**src/mmbm_pkg.sv**
```systemverilog
// Shared widths, register map, reset values and carrier types for the
// memory-mapped bus master port.
// Assumes one clock domain shared by the port, the design logic on the
// inside and the system interconnect on the outside.
package mmbm_pkg;

  // ----------------------------------------------------------------
  // Bus widths
  // ----------------------------------------------------------------
  localparam int ADDR_W   = 32;
  localparam int DATA_W   = 32;
  localparam int BE_W     = (DATA_W > 8) ? DATA_W / 8 : 1;
  localparam int BURST_W  = 4;
  localparam int IRQN_W   = 6;
  localparam int PEND_W   = 8;

  // ----------------------------------------------------------------
  // Access types of the port
  // ----------------------------------------------------------------
  typedef enum logic [1:0] {
    MMBM_ACC_READ,
    MMBM_ACC_WRITE,
    MMBM_ACC_RW
  } mmbm_access_t;

  // ----------------------------------------------------------------
  // Control register port
  // ----------------------------------------------------------------
  localparam int          REG_AW       = 8;
  localparam int          REG_DW       = 32;
  localparam logic [7:0]  OFS_CTRL     = 8'h00;
  localparam logic [7:0]  OFS_STATUS   = 8'h04;
  localparam logic [7:0]  OFS_XFER_CNT = 8'h08;
  // Control fields
  localparam int CTRL_ENABLE   = 0;
  localparam int CTRL_FLUSH    = 1;
  localparam int CTRL_EOP_CLR  = 2;
  localparam logic CTRL_ENABLE_RST = 1'b1;
  // Status fields
  localparam int STAT_BUSY     = 0;
  localparam int STAT_EOP      = 1;
  localparam int STAT_IRQ      = 2;
  localparam int STAT_FLUSHING = 3;
  localparam int STAT_PEND_LSB = 8;
  localparam int STAT_IRQN_LSB = 16;

  // ----------------------------------------------------------------
  // Carrier types
  // ----------------------------------------------------------------
  // Command from the design logic
  typedef struct packed {
    logic                wr;
    logic [ADDR_W-1:0]   addr;
    logic [DATA_W-1:0]   wdata;
    logic [BE_W-1:0]     be;
    logic [BURST_W-1:0]  burst;
  } mmbm_cmd_t;

  // Master outputs towards the interconnect
  typedef struct packed {
    logic [ADDR_W-1:0]   address;
    logic                read;
    logic                write;
    logic [DATA_W-1:0]   writedata;
    logic [BE_W-1:0]     byteenable;
    logic [BURST_W-1:0]  burstcount;
    logic                flush;
  } mmbm_bus_req_t;

  // Inputs from the interconnect
  typedef struct packed {
    logic                waitrequest;
    logic [DATA_W-1:0]   readdata;
    logic                readdatavalid;
    logic                endofpacket;
    logic                irq;
    logic [IRQN_W-1:0]   irqnumber;
  } mmbm_bus_rsp_t;

endpackage : mmbm_pkg

```
**src/mmbm_pend_ctr.sv**
```systemverilog
// Counter of read beats still owed by the slave side in pipelined mode.
// Assumes add and take may coincide; clear discards everything owed.
module mmbm_pend_ctr
  import mmbm_pkg::*;
#(
  parameter int W = PEND_W
) (
  input  wire logic         clk,
  input  wire logic         rst,
  input  wire logic         add,
  input  wire logic [W-1:0] add_val,
  input  wire logic         take,
  input  wire logic         clear,
  output logic      [W-1:0] count
);

  // ----------------------------------------------------------------
  // Owed-beat count
  // ----------------------------------------------------------------
  logic [W-1:0] next_count;

  // A take with nothing owed is a stray beat and is not counted
  always_comb begin
    next_count = count;
    if (add)
      next_count = next_count + add_val;
    if (take && count != '0)
      next_count = next_count - W'(1);
  end

  // Clear drops all owed beats at once
  always_ff @(posedge clk) begin
    if (rst || clear)
      count <= '0;
    else
      count <= next_count;
  end

endmodule : mmbm_pend_ctr

```
**src/mmbm_master.sv**
```systemverilog
// Memory-mapped bus master port: turns commands of the design logic into
// read and write transfers on the system interconnect.
// Assumes the interconnect runs on clk and answers with waitrequest and,
// in pipelined mode, readdatavalid; software reaches a few control
// registers over a plain strobe port.
//
// Behaviour
// - Hold the transfer while waitrequest is high; advance once it drops.
// - Address is a byte address always aligned to a data word.
// - Read request exists only for read or read-write ports.
// - Read data is taken from readdata on read-capable ports.
// - Write request exists only for write or read-write ports.
// - Write data is driven on writedata on write-capable ports.
// - Byte enables for writes when write-capable and data wider than 8.
// - All byte enables are active during every read.
// - With flow control the slave signals end of packet on endofpacket.
// - Pipelined reads capture readdata only when readdatavalid is high.
// - With pipelining and flush enabled, flush discards pending reads.
// - With bursts enabled, burstcount gives the beats of the burst.
//
// Local design decisions: the strobed register port and the register offsets.
module mmbm_master
  import mmbm_pkg::*;
#(
  parameter mmbm_access_t ACCESS    = MMBM_ACC_RW,
  parameter bit           BYTE_EN   = 1'b1,
  parameter bit           FLOW_CTRL = 1'b1,
  parameter bit           PIPELINE  = 1'b1,
  parameter bit           FLUSH_EN  = 1'b1,
  parameter bit           BURST_EN  = 1'b1
) (
  input  wire logic                clk,
  input  wire logic                rst,
  // Design-side command and read answer
  input  wire logic                cmd_valid,
  output logic                     cmd_ready,
  input  wire mmbm_cmd_t           cmd,
  output logic                     rsp_valid,
  output logic      [DATA_W-1:0]   rsp_data,
  // Interconnect side
  output mmbm_bus_req_t            bus_req,
  input  wire mmbm_bus_rsp_t       bus_rsp,
  // Control register port
  input  wire logic [REG_AW-1:0]   reg_addr,
  input  wire logic [REG_DW-1:0]   reg_wdata,
  input  wire logic                reg_wr,
  input  wire logic                reg_rd,
  output logic      [REG_DW-1:0]   reg_rdata
);

  // ----------------------------------------------------------------
  // Configuration
  // ----------------------------------------------------------------
  localparam bit CAN_RD  = (ACCESS != MMBM_ACC_WRITE);
  localparam bit CAN_WR  = (ACCESS != MMBM_ACC_READ);
  localparam bit USE_BE  = CAN_WR && BYTE_EN && (DATA_W > 8);
  localparam bit PIPE    = PIPELINE && CAN_RD;
  localparam bit USE_FL  = PIPE && FLUSH_EN;
  localparam logic [ADDR_W-1:0]  LSB_MASK  = ADDR_W'(BE_W - 1);
  localparam logic [BURST_W-1:0] ONE_BEAT  = BURST_W'(1);

  typedef enum logic [1:0] {
    MMBM_IDLE,
    MMBM_XFER,
    MMBM_WDATA
  } mmbm_state_t;

  // Word-align a byte address by clearing the lane bits
  function automatic logic [ADDR_W-1:0] word_align(
    input logic [ADDR_W-1:0] a
  );
    word_align = a & ~LSB_MASK;
  endfunction : word_align

  // Bursts of zero or without burst support collapse to one beat
  function automatic logic [BURST_W-1:0] beats(
    input logic [BURST_W-1:0] b,
    input logic               is_wr
  );
    if (!BURST_EN || b == '0 || (!is_wr && !PIPE))
      beats = ONE_BEAT;
    else
      beats = b;
  endfunction : beats

  // ----------------------------------------------------------------
  // State
  // ----------------------------------------------------------------
  mmbm_state_t          state;
  mmbm_bus_req_t        req;
  logic [BURST_W-1:0]   beats_left;
  logic                 enable;
  logic                 flush_req;
  logic                 flush_pulse;
  logic                 eop_seen;
  logic [REG_DW-1:0]    xfer_cnt;
  logic [PEND_W-1:0]    pend;
  logic                 take_cmd;
  logic                 accepted;
  logic                 rd_capture;

  // A new command is taken when idle, enabled and no flush is pending or issued; further burst data beats are taken in MMBM_WDATA
  assign cmd_ready = (state == MMBM_IDLE && enable && !flush_req
                      && !flush_pulse)
                     || state == MMBM_WDATA;
  assign take_cmd  = cmd_valid && cmd_ready;
  // The slave has taken the current beat once waitrequest is low
  assign accepted  = state == MMBM_XFER && !bus_rsp.waitrequest;

  // Unused lines are tied off instead of removed
  always_comb begin
    bus_req            = req;
    bus_req.read       = CAN_RD ? req.read : 1'b0;
    bus_req.write      = CAN_WR ? req.write : 1'b0;
    bus_req.writedata  = CAN_WR ? req.writedata : '0;
    bus_req.burstcount = BURST_EN ? req.burstcount : ONE_BEAT;
    bus_req.flush      = USE_FL ? flush_pulse : 1'b0;
  end

  // ----------------------------------------------------------------
  // Transfer sequencer
  // ----------------------------------------------------------------
  // Outputs change only on a take or an acceptance, so they hold
  // through every waitrequest cycle
  always_ff @(posedge clk) begin
    if (rst) begin
      state      <= MMBM_IDLE;
      req        <= '0;
      beats_left <= '0;
    end else begin
      case (state)
        MMBM_IDLE: begin
          if (take_cmd) begin
            req.address    <= word_align(cmd.addr);
            req.read       <= CAN_RD && !(CAN_WR && cmd.wr);
            req.write      <= CAN_WR && (cmd.wr || !CAN_RD);
            req.writedata  <= cmd.wdata;
            // Reads always enable every lane
            req.byteenable <= (USE_BE && (cmd.wr || !CAN_RD))
                              ? cmd.be : '1;
            req.burstcount <= beats(cmd.burst, cmd.wr || !CAN_RD);
            beats_left     <= beats(cmd.burst, cmd.wr || !CAN_RD)
                              - ONE_BEAT;
            state          <= MMBM_XFER;
          end
        end
        MMBM_XFER: begin
          if (accepted) begin
            if (req.write && beats_left != '0) begin
              // Further burst beats wait for their data
              req.write  <= 1'b0;
              state      <= MMBM_WDATA;
            end else begin
              req.read   <= 1'b0;
              req.write  <= 1'b0;
              state      <= MMBM_IDLE;
            end
          end
        end
        MMBM_WDATA: begin
          if (take_cmd) begin
            req.writedata  <= cmd.wdata;
            req.byteenable <= USE_BE ? cmd.be : '1;
            req.write      <= 1'b1;
            beats_left     <= beats_left - ONE_BEAT;
            state          <= MMBM_XFER;
          end
        end
        default: state <= MMBM_IDLE;
      endcase
    end
  end

  // ----------------------------------------------------------------
  // Read data path
  // ----------------------------------------------------------------
  // Pipelined reads trust readdatavalid only while beats are owed, so a
  // late beat after a flush is dropped
  assign rd_capture = PIPE ? (bus_rsp.readdatavalid && pend != '0)
                           : (CAN_RD && accepted && req.read);

  always_ff @(posedge clk) begin
    if (rst) begin
      rsp_valid <= 1'b0;
      rsp_data  <= '0;
    end else begin
      rsp_valid <= rd_capture;
      if (rd_capture)
        rsp_data <= bus_rsp.readdata;
    end
  end

  mmbm_pend_ctr #(
    .W       (PEND_W)
  ) u_pend (
    .clk     (clk),
    .rst     (rst),
    .add     (PIPE && accepted && req.read),
    .add_val (PEND_W'(req.burstcount)),
    .take    (rd_capture),
    .clear   (USE_FL && flush_pulse),
    .count   (pend)
  );

  // ----------------------------------------------------------------
  // Flush
  // ----------------------------------------------------------------
  // Requested by software, issued as one pulse once no request is open
  always_ff @(posedge clk) begin
    if (rst) begin
      flush_req   <= 1'b0;
      flush_pulse <= 1'b0;
    end else begin
      flush_pulse <= 1'b0;
      if (reg_wr && reg_addr == OFS_CTRL && reg_wdata[CTRL_FLUSH] && USE_FL)
        flush_req <= 1'b1;
      else if (flush_req && state == MMBM_IDLE) begin
        flush_req   <= 1'b0;
        flush_pulse <= 1'b1;
      end
    end
  end

  // ----------------------------------------------------------------
  // Control and status registers
  // ----------------------------------------------------------------
  // Enable gates new commands only; an open transfer always completes
  always_ff @(posedge clk) begin
    if (rst)
      enable <= CTRL_ENABLE_RST;
    else if (reg_wr && reg_addr == OFS_CTRL)
      enable <= reg_wdata[CTRL_ENABLE];
  end

  // Sticky end-of-packet; a new one in the clearing cycle wins
  always_ff @(posedge clk) begin
    if (rst)
      eop_seen <= 1'b0;
    else if (FLOW_CTRL && bus_rsp.endofpacket)
      eop_seen <= 1'b1;
    else if (reg_wr && reg_addr == OFS_CTRL && reg_wdata[CTRL_EOP_CLR])
      eop_seen <= 1'b0;
  end

  // Count of accepted requests, one per write beat and one per read command, wraps silently
  always_ff @(posedge clk) begin
    if (rst)
      xfer_cnt <= '0;
    else if (accepted && (req.read || req.write))
      xfer_cnt <= xfer_cnt + REG_DW'(1);
  end

  // Read data stands in the cycle after the strobe only
  always_ff @(posedge clk) begin
    if (rst)
      reg_rdata <= '0;
    else if (!reg_rd)
      reg_rdata <= '0;
    else if (reg_addr == OFS_CTRL) begin
      reg_rdata              <= '0;
      reg_rdata[CTRL_ENABLE] <= enable;
      reg_rdata[CTRL_FLUSH]  <= flush_req;
    end else if (reg_addr == OFS_STATUS) begin
      reg_rdata                <= '0;
      reg_rdata[STAT_BUSY]     <= state != MMBM_IDLE || pend != '0;
      reg_rdata[STAT_EOP]      <= eop_seen;
      reg_rdata[STAT_IRQ]      <= bus_rsp.irq;
      reg_rdata[STAT_FLUSHING] <= flush_req;
      reg_rdata[STAT_PEND_LSB +: PEND_W] <= pend;
      // Priority number is meaningful only while irq is high
      reg_rdata[STAT_IRQN_LSB +: IRQN_W] <= bus_rsp.irq
                                            ? bus_rsp.irqnumber : '0;
    end else if (reg_addr == OFS_XFER_CNT)
      reg_rdata <= xfer_cnt;
    else
      reg_rdata <= '0;
  end

endmodule : mmbm_master

```
**config.mk**
```make
export PLATFORM = sky130hd
export DESIGN_NAME = mmbm_master
export DESIGN_NICKNAME = d
export VERILOG_FILES = /design/src/mmbm_pkg.sv /design/src/mmbm_pend_ctr.sv /design/src/mmbm_master.sv
export SDC_FILE = /design/constraint.sdc
export NUM_CORES = 1
export LEC_CHECK = 0
export BUFFER_PORTS_ARGS = -buffer_cell sky130_fd_sc_hd__clkbuf_2
export CAP_MARGIN = 5
export CORE_AREA = 5 5 128 130
export DETAILED_ROUTE_END_ITERATION = 16
export DIE_AREA = 0 0 133 135
export PLACE_DENSITY = 0.85
export SYNTH_ARGS = -nofsm -noshare
export SYNTH_HDL_FRONTEND = slang
export SYNTH_HIERARCHICAL = 1
export SYNTH_SLANG_ARGS = --single-unit
```
**constraint.sdc**
```tcl
create_clock -name clk -period 7.8 [get_ports clk]
set_clock_uncertainty 0.1 [all_clocks]
set_input_delay 1.56 -clock clk [delete_from_list [all_inputs] [get_ports clk]]
set_output_delay 1.56 -clock clk [all_outputs]
set_load 0.05 [all_outputs]
```
# After elaboration in Yosys (flattened, before gate mapping)
# Index checks and enable logic that the tools add are counted.
[op_classes] n_addsub=5 multipliers=0 div=0 order_cmp=0 n_eq_ne=9 shifts=0 n_mux=30 bitwise_logic=2 reduce_logical=43
[op_table] op="$pmux W36 S2" n=1
[op_table] op="$mux W22" n=2
[op_table] op="$mux W42" n=1
[op_table] op="$mux W37" n=1
[op_table] op="$add A32 B1 Y32 const B" n=1
[op_table] op="$mux W4" n=7
[op_table] op="$mux W8" n=2
[op_table] op="$logic_and A1 B1 Y1" n=14
[op_table] op="$mux W2" n=5
[op_table] op="$reduce_bool A2 Y1" n=5
[op_table] op="$add A8 B4 Y8" n=1
[op_table] op="$eq A8 B3 Y1 const B" n=1
[op_table] op="$eq A8 B4 Y1 const B" n=1
[op_table] op="$logic_not A8 Y1" n=1
[op_table] op="$ne A2 B2 Y1 const B" n=4
[op_table] op="$pmux W4 S2" n=1
[op_table] op="$reduce_and A4 Y1" n=2
[op_table] op="$reduce_bool A8 Y1" n=1
[op_table] op="$sub A4 B1 Y4 const B" n=2
[op_table] op="$sub A8 B1 Y8 const B" n=1
[op_table] op="$mux W1" n=6
[op_table] op="$mux W6" n=1
[op_table] op="$reduce_or A2 Y1" n=3
[op_table] op="$reduce_or A5 Y1" n=1
[op_table] op="other kinds (16)" n=24
[word_totals] ff_bits=187 latch_bits=0 ramBits=0 mem_bits_ro=0 output_inout_bits=141 wordCells=108 n_memories=0

# Longest topological paths before layout
# Gate-level depths: netlist (run 1).
[depth] word_depth=12 mapped_depth=12 depth_no_buf=11

# Hierarchy
# The synthesis (run 1) kept the hierarchy.
[modules_own_cells] module="mmbm_master" instances=1 cells_each=829 area_per_inst_um2=6942.9
[modules_own_cells] module="mmbm_pend_ctr" instances=1 cells_each=104 area_per_inst_um2=897.1

# Worst setup path before layout (run 1)
# No wires, ideal clock.
[synth_path] path_kind="input-to-reg" from="in bus_rsp[41] (netlist bit)" to="reg u_pend.count[7]" setup_ns=0.124 t_arrival_ns=3.274 required_time_ns=7.576 slack_ns=4.302 stages=9 path_cell_list="nor2b_1 -> buf_2 -> and2_1 -> inv_2 -> a221o_1 -> a311oi_4 -> nand3_1 -> o32ai_1 -> nand2_1"
[synth_between] elab_chain_cells=6
[synth_lines] element="start, declared" line_no="mmbm_master.sv:42" text="input wire mmbm_bus_rsp_t bus_rsp,"
[synth_lines] element="$logic_not A1 Y1 (*)" line_no="mmbm_master.sv:108" text="assign accepted = state == MMBM_XFER && !bus_rsp.waitrequest;"
[synth_lines] element="$logic_and A1 B1 Y1 (*)" line_no="mmbm_master.sv:108"
[synth_lines] element="$logic_and A1 B1 Y1 (*)" line_no="mmbm_master.sv:198" text=".add (PIPE && accepted && req.read),"
[synth_lines] element="$mux W8 (*)" line_no="mmbm_pend_ctr.sv:25" text="if (add)"
[synth_lines] element="$sub A8 B1 Y8" line_no="mmbm_pend_ctr.sv:28" text="next_count = next_count - W'(1);"
[synth_lines] element="$mux W8 (*)" line_no="mmbm_pend_ctr.sv:27" text="if (take && count != '0)"
[synth_lines] element="end signal, assigned" line_no="mmbm_pend_ctr.sv:36" text="count <= next_count;"
[synth_lines] element="end, declared" line_no="mmbm_pend_ctr.sv:14" text="output logic [W-1:0] count"
# Mark *: on every way between the ends. The rest lies on a longest branch, timed or not.
# A chain may end at the register's enable or synchronous reset.

# Worst setup path after layout (run 1)
# Same ends and word-level chain as after synthesis.

==> metrics.txt, run 1 <==
run status finished clean; die area 18000 um2; cell area after synthesis ~7800 um2; Clock Sinks 187; nets 1351; Hold WC Path Type flip-flop to flip-flop; number of global-route vias before repair a little under 7000; Final Critical Period 4.03 ns; largest net degree at the start of global routing 90; flops & latches, synth 187; max frequency 0.248 GHz; met1 Use GR 25.9%; remaining antenna violation count 0; crit share post-route 51.7%; input/output buffers 267; # hold bufs at CTS 0; worst path arrival time between 4 and 5 ns; Setup TNS 0 ns; CTS clk-pin slew, worst paths 0.07 ns; Die Height 135 um; Final setup viols 0; Site Rows 45; Reg2Reg Setup Slack ~4.3 ns; die extent in x about 130 um; drt drc 0; Initial Util a little over half; Post-synth top cells nand2_1 (217), dfxtp_1 (187), a21oi_1 (125); CP required 8.01 ns; antenna violations before repair 0; type of the worst setup path input pin to flip-flop; global-route wire length before repair 32.7 mm; grt total ovfl 0; Synth Flop Type dfxtp_1; busiest grt layer met2; max-cap violations 0; clock network latency to the later pin of the worst-skew pair 0.43 ns; GP Congestion 0.824; Reg area 3740 um2; Async SR Flop Fraction 0%; met3 Track Usage GR 7.94%; dpl cells 1345; clk root buf clkbuf_16; # H-tree levels 4; Starting DRT DRC Count roughly 430; hpwl dp 14.8 mm; Routed WL per cell approximately 15 um; Post-Route Utilization 65.8%; fin cells around 1400; Slew @ Worst Pin 1.17 ns; Synth area leader dfxtp_1; core area 15000 um2; total track usage between 20% and 30%; Cell Pwr Density 223 nW/um2; Final Hold Viols 0; # diodes 0; clk buf depth 2; layout cells sized above 1 between 20 and 30%; WL final 20.3 mm; Worst setup startpoint bus_rsp[41]; Area Growth Syn to Fin 26.2%; crit end category flip-flop; Crit Path Max Fanout 15; I/O Pins 301; Setup Buffers After CTS 0; area of the multi-input gates 3870 um2; Post-synth EDFFs 0; synthesized area per cell between 8 and 9 um2; sequential cell area fraction in the yosys report a little under half; drt first pass iters 5; Hold WS 0.352 ns; Max Slew Vio Count 0; Critical Path Start Type input pin; HP Start rsp_data[1]; Worst IR Drop VDD 0.000152 V; CTS buffer count 17; number of fill cells in the layout between 1000 and 1500; Yosys cell types 68; top area cells in the synthesized netlist dfxtp_1 (48%), nand2_1 (10%), a21oi_1 (8.0%); Lkg Pwr between 4 and 5 nW; worst rel slew slack 21.3%; via/cell ratio about 5.4; Cells after Synth ~930; via count between 7000 and 8000; r2r startpoint state[1]; Syn. warnings 6; most common cell in the synthesized netlist nand2_1; Post-CTS Resized 0; unrepaired setup endpoints after global routing false; CTS tree done; post-synth top area share 47.7%; placed cell area roughly 9300 um2; design area 9890 um2; met2 Use GR 37.6%
[path summary, 6_finish.rpt]
| path | end | cells after the start |
|---|---|---|
| max | u_pend/count[7] | 9 |
| min | rsp_data[1] | 2 |
| max reg2reg | u_pend/count[7] | 10 |
| min reg2reg | rsp_data[1] | 2 |
[report_power, final]
part           switching, mW  total, mW  internal, mW
registers             0.0224       1.01         0.991
logic                  0.239      0.329        0.0896
clock network          0.405      0.864         0.460
[per-stage QoR]
stage	worst slack (ns)	power, mW
2_1_floorplan	4.30	1.27
3_3_place_gp	3.43	1.36
3_5_place_dp	3.37	1.36
4_1_cts	3.82	2.23
5_1_grt	3.49	2.30
6_report	3.77	2.21
[cell usage in the layout, fill, tap and decap left out, drive strengths merged, types with 3 or more instances in the layout]
| cell type | count |
|---|---|
| clkbuf | 283 |
| o211ai | 4 |
| nor4 | 18 |
| or3 | 7 |
| nand2b | 8 |
| or2 | 5 |
| a21oi | 125 |
| nand2 | 217 |
| and3b | 4 |
| nor2 | 48 |
| a211oi | 5 |
| clkinv | 3 |
| or4 | 16 |
| ha | 14 |
| inv | 25 |
| o21ai | 13 |
| nand3 | 12 |
| xnor2 | 4 |
| nor3 | 19 |
| mux2i | 7 |
| nor2b | 16 |
| buf | 7 |
| o31ai | 10 |
| nand4 | 15 |
| and4 | 7 |
| conb | 7 |
| and2 | 22 |
| mux2 | 13 |
| nor3b | 3 |
| and3 | 6 |
| xor2 | 8 |
| dfxtp | 187 |
| a22o | 15 |
[state kept, by name, indices dropped and copies added (netlist names)]
register      cells
flush_req         1
rsp_valid         1
xfer_cnt         32
state             2
flush_pulse       1
bus_req          72
u_pend/count      8
beats_left        4
rsp_data         32
enable            1
reg_rdata        32
eop_seen          1
[critical path, stage by stage]
cell and delay [ns]:
clkbuf_2 0.09, nor2b_1 0.53, and2_1 0.58, inv_2 0.20, a221o_1 0.40, a311oi_4 0.35
nand3_1 0.19, o32ai_1 0.25, nand2_1 0.09
[cells by family after synthesis]
family	count (synthesis)	synth area share [%]
AO/OA/AOI/OAI	196	15.4
buffers and inverters	71	3.59
adder cells (fa/ha/maj)	15	2.49
XOR/XNOR	12	1.34
AND/OR/NAND/NOR	431	26.6
other	1	0.0478
flip-flops	187	47.7
multiplexers	20	2.76
[routing by layer]
metal	vias to the layer above	part of all wire, %
met3	21	9.2
met4	0	1.3
met2	243	48
met5	-	0
met1	3455	41
li1	3712	-
[final cells by class]
class	instances	share of cell area, %
multi-input cells	681	39.2
clock buffers	17	4.30
well taps	188	2.38
inverters	16	0.607
clock inverters	15	1.75
flip-flops and latches	187	37.8
repair buffers	273	14.0
No activity file was read; power rests on OpenSTA's default activity.
==> run 2: changes to the inputs <==
- ABC_AREA: unset -> 1
- CORE_AREA: 5 5 128 130 -> 5 5 140 142
- DIE_AREA: 0 0 133 135 -> 0 0 145 147
- PLACE_DENSITY: 0.85 -> 0.76
- clock period: 7.8 -> 3.5 ns (I/O delays scaled with it)
==> run 2 against run 1 <==
First-iteration DRC count up 11%. Clock power up 120%. Clock-buffer cell count up 3. Power rose to 3.6 times the previous value. Cell area up 2.0%. Global-route usage down 2.0 points. Synthesized cell count up 19%. Utilization down 11 points. Critical path depth down 4. Register-to-register slack worse by 3.3 ns. Combinational power rose to 10 times the previous value. Critical path type is now flip-flop to output port.
==> metrics.txt, run 2 <==
clk buf depth 2 (unchanged); nets 1536 (+14%); layout cells sized above 1 25.3% (-1.6 points); CP required 2.70 ns (-5.31 ns); design area 10100 um2 (+2.0%); Area Growth Syn to Fin 25.2%; placed cell area 9510 um2 (+2.3%); most common cell in the synthesized netlist nand2_1; input/output buffers 267 (unchanged); crit end category output port; pre-CTS WS 0.855 ns (-2.51 ns); flops & latches, synth 187 (unchanged); # hold bufs at CTS 0 (unchanged); global-route wire length before repair 35.7 mm (+9.1%); r2r startpoint state[1]; sequential cell area fraction in the yosys report 46.5% (-1.3 points); max FFs per register 72 (unchanged); max-cap violations 0 (unchanged); # diodes 0 (unchanged); type of the worst setup path flip-flop to output port; post-synth top area share 46.5% (-1.3 points); GP Congestion 0.840 (+1.9%); r2r worst-path depth 12 (+2); core area 18300 um2 (+22%); Worst IR Drop VDD 0.000498 V (+230%); CTS clk-pin slew, worst paths 0.07 ns (about the same); Post-synth EDFFs 0 (unchanged); die extent in x 145 um (+9.0%); Final setup viols 0 (unchanged); Yosys cell types 40 (-41%); Cells after Synth 1110 (+19%); largest net degree at the start of global routing 88 (-2.2%); number of global-route vias before repair 7432 (+9.2%); Reg2Reg Setup Slack 1.00 ns (-3.29 ns); sw frac 45.3% (+15 points); critical path depth in cells 5 (-4); run status finished clean; synthesized area per cell 7.26 um2 (-14%); Critical Path Start Type flip-flop; remaining antenna violation count 0 (unchanged); Hold WC Path Type flip-flop to flip-flop; via count 7791 (+4.8%); WL final 21.5 mm (+6.1%); crit path to cmd_ready; antenna violations before repair 0 (unchanged); Slew @ Worst Pin 0.975 ns (-0.195 ns); Final Hold Viols 0 (unchanged); sw power 3.60 mW (+440%); worst rel slew slack 35.0% (+14 points); P_int 4.34 mW (+180%); Site Rows 50 (+11%); Syn. warnings 6 (unchanged); commonest non-fill, non-tap cell in the layout clkbuf_2; CTS buffer count 17 (unchanged); Synth area leader dfxtp_1; Setup Buffers After CTS 0 (unchanged); most frequent cells in the layout clkbuf_2 (267), nand2_1 (248), dfxtp_1 (187); Post-CTS Resized 0 (unchanged); Initial Util 43.9% (-8.2 points); Routed WL per cell 13.4 um (-9.1%); Post-Route Utilization 55.0% (-11 points); unrepaired setup endpoints after global routing false; Lkg Pwr 4.65 nW (+9.1%); fin cells 1608 (+17%); Seq pwr share 34.1% (-12 points); Starting DRT DRC Count 481 (+11%); crit share post-route between 70 and 80%; crit-path max cell delay 0.36 ns (-0.22 ns); Worst setup startpoint state[0]; Gate power share 42.4% (+28 points); hpwl dp 16.0 mm (+7.6%); Final Critical Period ~2.5 ns; dpl cells 1576 (+17%); via/cell ratio 4.85 (-10%); Die Height 147 um (+8.9%); Post-synth top cells nand2_1 (248), dfxtp_1 (187), nor2_1 (157); Setup TNS 0 ns (unchanged); CTS tree done; die area 21300 um2 (+19%); CP top delay family buffers and inverters; top area cells in the synthesized netlist dfxtp_1 (46%), nand2_1 (12%), nor2_1 (7.3%); clk root buf clkbuf_16; grt total ovfl 0 (unchanged); Clock Sinks 187 (unchanged); CP max stage cell ha_1; Cell Pwr Density 788 nW/um2 (+250%); drt first pass iters 7 (+2); crit-path cells inv_1 -> ha_1 -> inv_2 -> nand2_2 -> clkbuf_2; Async SR Flop Fraction 0% (unchanged); total track usage 20.0% (-2.0 points); RR Endpoint u_pend/count[6]; cell area after synthesis 8060 um2 (+2.7%); clock network latency to the later pin of the worst-skew pair 0.43 ns (about the same); worst path arrival time 1.73 ns (-2.51 ns); drt drc 0 (unchanged); Clock power frac 23.5% (-16 points); max frequency 0.396 GHz; I/O Pins 301 (unchanged); # H-tree levels 4 (unchanged); Bufs and invs on worst path 3 (+1); Max Slew Vio Count 0 (unchanged); worst setup margin 0.974 ns (-2.79 ns); Synth Flop Type dfxtp_1; Crit Path Max Fanout 10 (-5)
## run 2: cell types whose count changed after synthesis, sizes merged, moves of 28 or more
cell	change
nor2	+122
nand3	+69
inv	+92
o21ai	+68
nand2	+42
clkbuf	-28
## run 2: worst min path at each step
stage	slack, ns	endpoint	cells past startpoint	from
final	0.36	bus_req[45]	2	bus_req[45]
after global routing	0.35	enable	3	reg_wdata[0]
after CTS	0.36	enable	3	reg_wdata[0]
after detailed placement	0.35	bus_req[55]	2	bus_req[55]
after global placement	0.35	bus_req[50]	2	bus_req[50]
after floorplan	0.34	reg_rdata[31]	2	xfer_cnt[31]
## run 2: worst register-to-register path, stage by stage (launching register included)
cell,delay [ns]
dfxtp_1,0.33
inv_1,0.10
ha_1,0.24
nand2_1,0.13
nor2_1,0.43
o21ai_0,0.24
inv_1,0.13
ha_1,0.15
nand3_1,0.10
nor2_2,0.11
nand3_1,0.11
nor3_1,0.17
nor2_1,0.07
## run 2: stage by stage
stage               hold WS, ns  total power, mW
detailed placement        0.353             6.13
CTS                       0.358             8.02
floorplan                 0.337             5.40
finish                    0.362             7.95
global placement          0.348             6.08
global route              0.351             8.49
## run 2: layout make-up
cell class                      instances  area [um2]
Sequential cell                       187        3740
Tap cell                              234         293
Multi-Input combinational cell        770        3660
Inverter                              109         410
Fill cell                            1768        8240
Clock buffer                           20         457
Timing Repair Buffer                  276        1400
Clock inverter                         12         120
## run 2: power groups by stage
stage               clock network [mW]  registers (mW)  logic [mW]
finish                            1.87            2.71        3.37
global route                      2.02            2.75        3.71
CTS                               1.92            2.71        3.39
detailed placement                   0            2.75        3.38
global placement                     0            2.74        3.33
floorplan                            0            3.72        1.68
## run 2: cell families (layout without fill, tap and decap cells)
group	after synthesis	in the layout	share of synthesized area, %
and+or+nand+nor	547	547	29.6
other	1	6	0.0466
AOI/OAI and AO/OA	196	196	12.5
xor gates and xnor gates	6	6	0.652
adders and majority gates	15	15	2.42
DFF	187	187	46.5
buffers and inverters	158	417	8.31
## run 2: metal layers
layer | GRT usage, % | wire [um] | vias up
li1 | - | - | 4056
met1 | 25.0 | 9460 | 3471
met2 | 32.9 | 10100 | 231
met3 | 6.20 | 1470 | 33
met4 | 6.64 | 482 | 0
met5 | 0 | 0 | -
